[config.mk]
export PLATFORM = sky130hd
export DESIGN_NAME = vcm_slew_core
export DESIGN_NICKNAME = d
export VERILOG_FILES = /design/src/core/vcm_slew_core.v
export VERILOG_INCLUDE_DIRS = /design/src /design/src/core
export SDC_FILE = /design/constraint.sdc
export NUM_CORES = 1
export LEC_CHECK = 0
export BUFFER_PORTS_ARGS = -buffer_cell sky130_fd_sc_hd__buf_4
export CAP_MARGIN = 20
export CORE_UTILIZATION = 60
export DETAILED_ROUTE_END_ITERATION = 10
export GPL_ROUTABILITY_DRIVEN = 0
export GPL_TIMING_DRIVEN = 0
export PLACE_DENSITY = 0.76
export SYNTH_ARGS = -nofsm -noshare
export SYNTH_HDL_FRONTEND = slang
export SYNTH_SLANG_ARGS = --single-unit
export TNS_END_PERCENT = 10
[constraint.sdc]
create_clock -name sys_clk_i -period 4.16 [get_ports sys_clk_i]
set_input_delay 0.832 -clock sys_clk_i [delete_from_list [all_inputs] [get_ports sys_clk_i]]
set_output_delay 0.832 -clock sys_clk_i [all_outputs]
set_load 0.05 [all_outputs]
[src/core/vcm_defs.vh]
`ifndef VCM_DEFS_VH
`define VCM_DEFS_VH
`define VCM_WORD_W        16
`define VCM_CODE_W        10
`define VCM_BIT_STBY      15
`define VCM_BIT_ZERO      14
`define VCM_CODE_HI       13
`define VCM_CODE_LO       4
`define VCM_STEP_HI       3
`define VCM_STEP_LO       2
`define VCM_PER_HI        1
`define VCM_PER_LO        0
`define VCM_WORD_RST      16'h0000
`define VCM_ADDR_DEF      7'h0C
`define VCM_CLK_MHZ       40
`define VCM_BASE_US       64
`define VCM_BASE_CYC      (`VCM_BASE_US * `VCM_CLK_MHZ)
`define VCM_TICK_W        12
`define VCM_DIV_W         4
`define VCM_BIT_CNT_W     4
`define VCM_LAST_BIT      4'h7
`endif

[src/core/vcm_slew_core.v]
// Functional notes
// - shift received bytes into 16-bit holding register
// - on STOP after two data bytes copy holding word to control word while power-enable is high
// - reads return holding word, same bit order
// - two bytes MSB first; standby, zero, code, slew
// - sink level linear in ten-bit code
// - power-enable low forces full shutdown
// - standby flag set gives soft power saving
// - step field selects 0,1,2,4 codes per step
// - period field selects 64..512 us
// - fast mode serial clock up to 400 kHz
`include "vcm_defs.vh"
module vcm_slew_core #(
  parameter [6:0] DEV_ADDR = `VCM_ADDR_DEF
) (
  input  wire        sys_clk_i,
  input  wire        rstn_i,
  input  wire        scl_i,
  input  wire        sda_i,
  input  wire        power_enable_pin_i,
  output wire        sda_o,
  output wire        sda_oe_o,
  output reg  [9:0]  dac_code_o,
  output reg         sink_enable_o,
  output reg         hw_power_save_o,
  output reg         soft_standby_o,
  output reg  [15:0] current_control_word_o
);
  localparam [4:0] ST_IDLE = 5'h01;
  localparam [4:0] ST_ADDR = 5'h02;
  localparam [4:0] ST_ACK  = 5'h04;
  localparam [4:0] ST_DATA = 5'h08;
  localparam [4:0] ST_RD   = 5'h10;

  reg [1:0] rst_sync_q;
  wire      rst_n = rst_sync_q[1];
  always @(posedge sys_clk_i or negedge rstn_i) begin
    if (!rstn_i) rst_sync_q <= 2'h0;
    else rst_sync_q <= {rst_sync_q[0], 1'b1};
  end

  // pins are async to sys_clk; an extra stage gives the previous value for edge detect
  reg [2:0] scl_q, sda_q, pe_q;
  always @(posedge sys_clk_i or negedge rst_n) begin
    if (!rst_n) begin
      scl_q <= 3'h7;
      sda_q <= 3'h7;
      pe_q  <= 3'h0;
    end else begin
      scl_q <= {scl_q[1:0], scl_i};
      sda_q <= {sda_q[1:0], sda_i};
      pe_q  <= {pe_q[1:0], power_enable_pin_i};
    end
  end
  wire scl = scl_q[1];
  wire sda = sda_q[1];
  wire pwr_en = pe_q[1];
  wire scl_rise = scl & ~scl_q[2];
  wire scl_fall = ~scl & scl_q[2];
  // 40 MHz sampling gives ample margin at 400 kHz fast mode
  wire start_ev = scl & scl_q[2] & ~sda & sda_q[2];
  wire stop_ev  = scl & scl_q[2] & sda & ~sda_q[2];

  reg [4:0]  st_q;
  reg [3:0]  bit_q;
  reg [7:0]  sh_q;
  reg [15:0] hold_q;
  reg        byte_q;
  reg        rd_q;
  reg        ack_drv_q;
  reg        rd_drv_q;
  reg        nack_q;
  reg        wr_full_q;
  reg        commit_q;

  assign sda_oe_o = ack_drv_q | (rd_drv_q & ~sda_o);
  assign sda_o    = ack_drv_q ? 1'b0 : hold_q[`VCM_WORD_W - 1 - {byte_q, 3'h0} - bit_q[2:0]];

  always @(posedge sys_clk_i or negedge rst_n) begin
    if (!rst_n) begin
      st_q      <= ST_IDLE;
      bit_q     <= 4'h0;
      sh_q      <= 8'h00;
      hold_q    <= `VCM_WORD_RST;
      byte_q    <= 1'b0;
      rd_q      <= 1'b0;
      ack_drv_q <= 1'b0;
      rd_drv_q  <= 1'b0;
      nack_q    <= 1'b0;
      wr_full_q <= 1'b0;
      commit_q  <= 1'b0;
    end else begin
      commit_q <= 1'b0;
      if (start_ev) begin
        st_q      <= ST_ADDR;
        bit_q     <= 4'h0;
        byte_q    <= 1'b0;
        wr_full_q <= 1'b0;
        ack_drv_q <= 1'b0;
        rd_drv_q  <= 1'b0;
      end else if (stop_ev) begin
        st_q      <= ST_IDLE;
        ack_drv_q <= 1'b0;
        rd_drv_q  <= 1'b0;
        commit_q  <= wr_full_q;
        wr_full_q <= 1'b0;
      end else begin
        case (st_q)
          ST_IDLE: begin
            st_q <= ST_IDLE;
          end
          ST_ADDR: begin
            if (scl_rise) begin
              sh_q  <= {sh_q[6:0], sda};
              bit_q <= bit_q + 4'h1;
            end else if (scl_fall && bit_q == 4'h8) begin
              if (sh_q[7:1] == DEV_ADDR) begin
                rd_q      <= sh_q[0];
                ack_drv_q <= 1'b1;
                st_q      <= ST_ACK;
              end else begin
                st_q <= ST_IDLE;
              end
              bit_q <= 4'h0;
            end
          end
          ST_ACK: begin
            if (scl_fall) begin
              ack_drv_q <= 1'b0;
              bit_q     <= 4'h0;
              if (rd_q) begin
                rd_drv_q <= 1'b1;
                st_q     <= ST_RD;
              end else begin
                st_q <= ST_DATA;
              end
            end
          end
          ST_DATA: begin
            // bits gather in the byte shifter: the clock rise of a STOP must not disturb the held word
            if (scl_rise) begin
              sh_q  <= {sh_q[6:0], sda};
              bit_q <= bit_q + 4'h1;
            end else if (scl_fall && bit_q == 4'h8) begin
              hold_q    <= {hold_q[7:0], sh_q};
              bit_q     <= 4'h0;
              ack_drv_q <= 1'b1;
              st_q      <= ST_ACK;
              if (byte_q) wr_full_q <= 1'b1;
              byte_q <= ~byte_q;
            end
          end
          ST_RD: begin
            if (scl_rise) begin
              nack_q <= sda;
            end
            if (scl_fall) begin
              if (bit_q[2:0] == `VCM_LAST_BIT) begin
                rd_drv_q <= 1'b0; // release for master ack
                bit_q    <= 4'h8;
              end else if (bit_q == 4'h8) begin
                if (nack_q) begin
                  st_q <= ST_IDLE;
                end else begin
                  byte_q   <= ~byte_q;
                  bit_q    <= 4'h0;
                  rd_drv_q <= 1'b1;
                end
              end else begin
                bit_q <= bit_q + 4'h1;
              end
            end
          end
          default: st_q <= ST_IDLE;
        endcase
      end
    end
  end

  // step period timebase: 64 us base tick then divide
  reg [`VCM_TICK_W-1:0] tick_q;
  reg [`VCM_DIV_W-1:0]  div_q;
  wire base_tick = (tick_q == `VCM_BASE_CYC - 1);
  always @(posedge sys_clk_i or negedge rst_n) begin
    if (!rst_n) begin
      tick_q <= {`VCM_TICK_W{1'b0}};
      div_q  <= {`VCM_DIV_W{1'b0}};
    end else if (commit_q) begin
      tick_q <= {`VCM_TICK_W{1'b0}};
      div_q  <= {`VCM_DIV_W{1'b0}};
    end else if (base_tick) begin
      tick_q <= {`VCM_TICK_W{1'b0}};
      div_q  <= div_q + 4'h1;
    end else begin
      tick_q <= tick_q + 12'h001;
    end
  end

  wire [1:0] per_sel  = current_control_word_o[`VCM_PER_HI:`VCM_PER_LO];
  wire [1:0] step_sel = current_control_word_o[`VCM_STEP_HI:`VCM_STEP_LO];
  wire [3:0] per_mask = (4'h1 << per_sel) - 4'h1;
  wire       step_ev  = base_tick && ((div_q & per_mask) == per_mask);
  wire [9:0] step_sz  = (step_sel == 2'h3) ? 10'h004 : {8'h00, step_sel};
  wire [9:0] target   = current_control_word_o[`VCM_CODE_HI:`VCM_CODE_LO];
  wire [9:0] diff_up  = target - dac_code_o;
  wire [9:0] diff_dn  = dac_code_o - target;

  always @(posedge sys_clk_i or negedge rst_n) begin
    if (!rst_n) begin
      current_control_word_o <= `VCM_WORD_RST;
      dac_code_o             <= 10'h000;
      sink_enable_o          <= 1'b0;
      hw_power_save_o        <= 1'b1;
      soft_standby_o         <= 1'b0;
    end else begin
      hw_power_save_o <= ~pwr_en;
      soft_standby_o  <= pwr_en & current_control_word_o[`VCM_BIT_STBY];
      sink_enable_o   <= pwr_en & ~current_control_word_o[`VCM_BIT_STBY];
      if (!pwr_en) begin
        dac_code_o <= 10'h000;
      end else if (commit_q) begin
        current_control_word_o <= hold_q;
        if (hold_q[`VCM_STEP_HI:`VCM_STEP_LO] == 2'h0)
          dac_code_o <= hold_q[`VCM_CODE_HI:`VCM_CODE_LO];
      end else if (step_sel == 2'h0) begin
        dac_code_o <= target;
      end else if (step_ev && target != dac_code_o) begin
        if (target > dac_code_o)
          dac_code_o <= (diff_up < step_sz) ? target : dac_code_o + step_sz;
        else
          dac_code_o <= (diff_dn < step_sz) ? target : dac_code_o - step_sz;
      end
    end
  end
endmodule // vcm_slew_core

# Word-level counts from Yosys, hierarchy flattened
# Cells that the tools add are included.
dict set report totals {
  register_bits 95
  input_bits 5
  out_inout_bits 31
  wordCells 198
}
dict set report op_classes {
  n_addsub 10
  n_lt_le_gt_ge 4
  n_eq_ne 37
  n_shift 1
  mux 75
  bitwise 23
  n_reduce_logical 26
}
# cell n
set op_table {}
lappend op_table {{$mux W10} 8}
lappend op_table {{$mux W5} 12}
lappend op_table {{$mux W4} 11}
lappend op_table {{$ne A4 B4 Y1 const B} 11}
lappend op_table {{$mux W1} 34}
lappend op_table {{$lt A32 B5 Y1 const B} 1}
lappend op_table {{$mux W12} 2}
lappend op_table {{$ne A3 B3 Y1 const B} 7}
lappend op_table {{$lt A10 B3 Y1} 2}
lappend op_table {{$pmux W5 S4} 1}
lappend op_table {{$sub A10 B10 Y10} 2}
lappend op_table {{$reduce_and A6 Y1} 3}
lappend op_table {{$ne A5 B5 Y1 const B} 3}
lappend op_table {{$add A12 B1 Y12 const B} 1}
lappend op_table {{$eq A12 B12 Y1 const B} 1}
lappend op_table {{$pmux W4 S3} 1}
lappend op_table {{$reduce_and A4 Y1} 3}
lappend op_table {{$reduce_bool A3 Y1} 4}
lappend op_table {{$not A1 Y1} 11}
lappend op_table {{$add A10 B3 Y10} 1}
lappend op_table {{$and A1 B1 Y1} 10}
lappend op_table {{$gt A10 B10 Y1} 1}
lappend op_table {{$ne A10 B10 Y1} 1}
lappend op_table {{$sub A10 B3 Y10} 1}
lappend op_table {{35 further kinds} 44}

# Logic depth before layout (Yosys ltp)
dict set report logic_depth {
  depth_word 10
  depth_mapped 14
  ltp_nobuf 13
}

# Worst setup path after synthesis
# Ideal clock, no wire load.
dict set report synth_path {
  path_type {flip-flop to flip-flop}
  start {register dac_code_o[1]}
  end {register dac_code_o[9]}
  setup_time_ns 0.133
  t_arrival_ns 3.567
  required_time_ns 4.027
  path_slack_ns 0.460
  path_stages_with_launch 13
  path_buffers 1
  synth_period_minus_slack_ns 3.700
  path_cell_list {dfrtp_1 > inv_1 > fa_1 > xor2_1 > ha_1 > a221oi_1 > o221ai_1 > nor3_2 > o2111ai_4 > or4_1 > buf_4 > a2111oi_4 > a211oi_1}
}
dict set report synth_between {
  elab_chain_len 8
  elab_cells_between_ends 18
  classes_between {add/sub: 4; order compare: 3; eq/ne: 2; mux: 7; reduce/logical: 2}
}
# item line
set synth_rtl {}
lappend synth_rtl {{start: declaration} vcm_slew_core.v:23} ;# output reg [9:0] dac_code_o,
lappend synth_rtl {{start signal: assignment} vcm_slew_core.v:224} ;# dac_code_o <= hold_q[`VCM_CODE_HI:`VCM_CODE_LO];
lappend synth_rtl {{start signal: assignment} vcm_slew_core.v:226} ;# dac_code_o <= target;
lappend synth_rtl {{start signal: assignment} vcm_slew_core.v:229} ;# dac_code_o <= (diff_up < step_sz) ? target : dac_code_o + step_sz;
lappend synth_rtl {{$sub A10 B10 Y10, on equally long branches} {vcm_slew_core.v:206, vcm_slew_core.v:205}}
lappend synth_rtl {{$lt A10 B3 Y1, on equally long branches} {vcm_slew_core.v:231, vcm_slew_core.v:229}}
lappend synth_rtl {{$mux W10, on equally long branches} {vcm_slew_core.v:231, vcm_slew_core.v:229}}
lappend synth_rtl {{$mux W10} vcm_slew_core.v:228} ;# if (target > dac_code_o)
lappend synth_rtl {{$mux W10} vcm_slew_core.v:227} ;# end else if (step_ev && target != dac_code_o) begin
lappend synth_rtl {{$mux W10} vcm_slew_core.v:225} ;# end else if (step_sel == 2'h0) begin
lappend synth_rtl {{$mux W10} vcm_slew_core.v:221} ;# end else if (commit_q) begin
lappend synth_rtl {{$mux W10} vcm_slew_core.v:219} ;# if (!pwr_en) begin
# Several ways; a longest one is shown, not always the timed one. The select of a mux whose other input is x is not followed.
# A chain may end at the register's enable or synchronous reset.

# Worst setup path after layout
dict set report layout_path {
  start {register dac_code_o[0]}
  end {register dac_code_o[5]}
}
# Same word-level chain as after synthesis.

==> flow_metrics.tcl <==
set metrics [dict create \
    internal-power_uw 1240 \
    wirelength_mm 15.5 \
    power-per-cell-area_mw_per_mm2 237 \
    dieWidth_um 104 \
    worst-endpoint-required_ns 4.39 \
    die_area_sq_mm 0.0107 \
    die_h_um 104 \
    cts_setup_buffers 0 \
    drtIter0Drc 416 \
    final_util_pct 69.4 \
    nNetsFinal 802 \
    r2r_cells 13 \
    r2r-start "dac_code_o[0]" \
    multi_input_area_sq_mm 0.00351 \
    initial_core_util_pct 62.7 \
    leakagePower_uw 0.00316 \
    yosysUniqueCellTypes 68 \
    overflow 0 \
    vias_per_cell 6.19 \
    cts_buffers 9 \
    finalSetupViolations 0 \
    worst-slew-pin-transition_ns 0.750 \
    status "finished clean" \
    hold_violations 0 \
    cts_resized 0 \
    synth_edf_count 0 \
    regArea_sq_mm 0.00237 \
    synth.most_common_cell "nand2_1" \
    synth_nets 755 \
    ir_drop_v 0.000325 \
    crit_fanout 9 \
    synth.cell_area_sq_mm 0.00618 \
    yosys-top-cells-area "dfrtp_1, nand2_1, ha_1" \
    syn_inst 712 \
    synthToLayoutAreaGrowth_pct 10.8 \
    grt_pass1_vias 5417 \
    vias 5554 \
    rows 36 \
    yosysWarnings 0 \
    synth_top_area_share_pct 34.8 \
    diodes 0 \
    cts_tree "yes" \
    arrival_ns 4.08 \
    timing.rr.end "dac_code_o[5]" \
    synthTopCellsByCount "nand2_1, dfrtp_1, nor2_1" \
    grt_pass1_wl_mm 25.9 \
    maxCapViolCount 0 \
    critPathKind "reg -> reg" \
    finClkSkew_ns 0.0144 \
    hpwl_mm 12.0 \
    grt_usage_pct 30.3 \
    slew_headroom_pct 49.9 \
    htree_levels 3 \
    grt_max_degree 66 \
    rsz0062_at_grt "no" \
    switching_power_uw 378 \
    synth-async-reset-ratio_pct 100 \
    drc 0 \
    drt-pass1-iter-count 6 \
    max_freq_ghz 0.260 \
    wire_per_inst_um 17.2 \
    ant_nets 0 \
    yosys_most_used_dff "dfrtp_1" \
    slew_viol_final 0 \
    ys_seq_area_share_pct 38.2 \
    setup_tns_ns 0 \
    io_pins 36 \
    cp-start-kind "register" \
    switching_share_pct 23.3 \
    placement.io_buffers 35 \
    antenna_found_initial 0 \
    path_clk_slew_ns 0.09 \
    crit_path_end_kind "register" \
    drive_above_1_share_pct 13.0 \
    clkPwrFrac_pct 38.8 \
    synth_seq_cells 94 \
    holdBufCountCts 0 \
    root_buffer "clkbuf_8" \
    r2r_slack_ns 0.31 \
    worst_skew_pair.late_latency_ns 0.37 \
    clock_path_buffers 2 \
    seqPwrFrac_pct 57.7 \
    finalCritPeriodShare_pct 92.5 \
    finalCriticalPeriod_ns 3.85 \
    synth_top_cell_by_area "dfrtp_1" \
    combPwrFrac_pct 3.5 \
    num-fill-cells 781 \
    clock-sinks 94 \
    syn_avg_cell_area_sq_um 8.68 \
    hold_class "in -> async" \
    coreArea_sq_mm 0.00986 \
]
per-layer routing:
metal,wire (um),global-route usage (%)
met1,6280,38.0
met2,7500,50.9
met3,1030,4.41
met4,639,15.5
met5,0,0
cells by family after synthesis:
logic type	count (synthesis)	synth area share [%]
AO/OA/AOI/OAI	171	19.0
XOR/XNOR	23	3.26
adder cells (fa/ha/maj)	38	8.18
buffers and inverters	77	5.02
flip-flops	94	38.2
multiplexers	20	4.45
other	1	0.0607
AND/OR/NAND/NOR	288	21.8
how the worst max path moves through the flow:
stage | to | start | slack, ns | cells after the start
2_1_floorplan | dac_code_o[9] | dac_code_o[1] | 0.46 | 12
3_5_place_dp | dac_code_o[9] | dac_code_o[1] | 0.42 | 12
5_1_grt | dac_code_o[5] | dac_code_o[0] | 0.1 | 14
3_3_place_gp | tick_q[5] | rst_sync_q[1] | 0.44 | 0
6_report | dac_code_o[5] | dac_code_o[0] | 0.31 | 13
4_1_cts | dac_code_o[5] | dac_code_o[0] | 0.40 | 14
placed cells by master, fill, tap and decap left out, types with 7 or more instances in the layout:
| master | n |
|---|---|
| dfrtp_1 | 85 |
| o21ai_0 | 37 |
| dfstp_2 | 8 |
| or2_2 | 7 |
| and2_1 | 8 |
| clkbuf_8 | 10 |
| buf_4 | 37 |
| xnor2_1 | 10 |
| nor3_1 | 22 |
| inv_1 | 46 |
| nand2b_1 | 8 |
| a21oi_1 | 40 |
| o211ai_1 | 15 |
| clkbuf_1 | 22 |
| nor2b_1 | 10 |
| nand3_1 | 21 |
| nand2_1 | 114 |
| xor2_1 | 13 |
| ha_1 | 34 |
| mux2_2 | 10 |
| o221ai_1 | 7 |
| or3_1 | 7 |
| nor2_1 | 60 |
power by group through the flow:
stage	Clock, uW	Combinational (uW)	Sequential (uW)
floorplan	0	25.6	963
global placement	0	41.5	965
detailed placement	0	57.9	954
CTS	643	58.1	936
global route	681	63.0	938
finish	630	56.9	936
worst max-delay path: stages, from the launching register on:
cell,delay [ns]
dfrtp_1,0.44
inv_1,0.10
ha_1,0.20
inv_1,0.07
fa_1,0.44
a21oi_1,0.34
o211ai_1,0.13
a211o_1,0.30
a211oi_1,0.24
nand4_1,0.51
nand2b_1,0.34
buf_2,0.21
a311oi_1,0.28
a31oi_1,0.10
state kept, by name, summed over array words and instances, names as in the netlist, 2 cells and up:
signal / flops
tick_q: 12
pe_q: 2
div_q: 3
sh_q: 8
bit_q: 4
st_q: 5
scl_q: 3
sda_q: 3
hold_q: 16
dac_code_o: 10
current_control_word_o: 16
rst_sync_q: 2
layout make-up:
cell class	count	share of cell area, %
inverters	47	2.58
well taps	133	2.43
repair buffers	36	4.24
plain buffers	30	1.95
flip-flops and latches	94	34.5
multi-input cells	541	51.2
clock inverters	5	0.968
clock buffers	11	2.06
stage by stage:
stage / hold WS (ns) / cells / power [uW] / cell area, sq um / setup slack [ns]
global route: 0.219 / 897 / 1680 / 6850 / 0.0981
finish: 0.233 / 897 / 1620 / 6850 / 0.313
detailed placement: 0.258 / 881 / 1010 / 6640 / 0.417
global placement: 0.335 / 880 / 1010 / 6610 / 0.436
floorplan: 0.331 / 712 / 989 / 6180 / 0.460
CTS: 0.220 / 897 / 1640 / 6850 / 0.404
(Power assumes the default switching activity.)
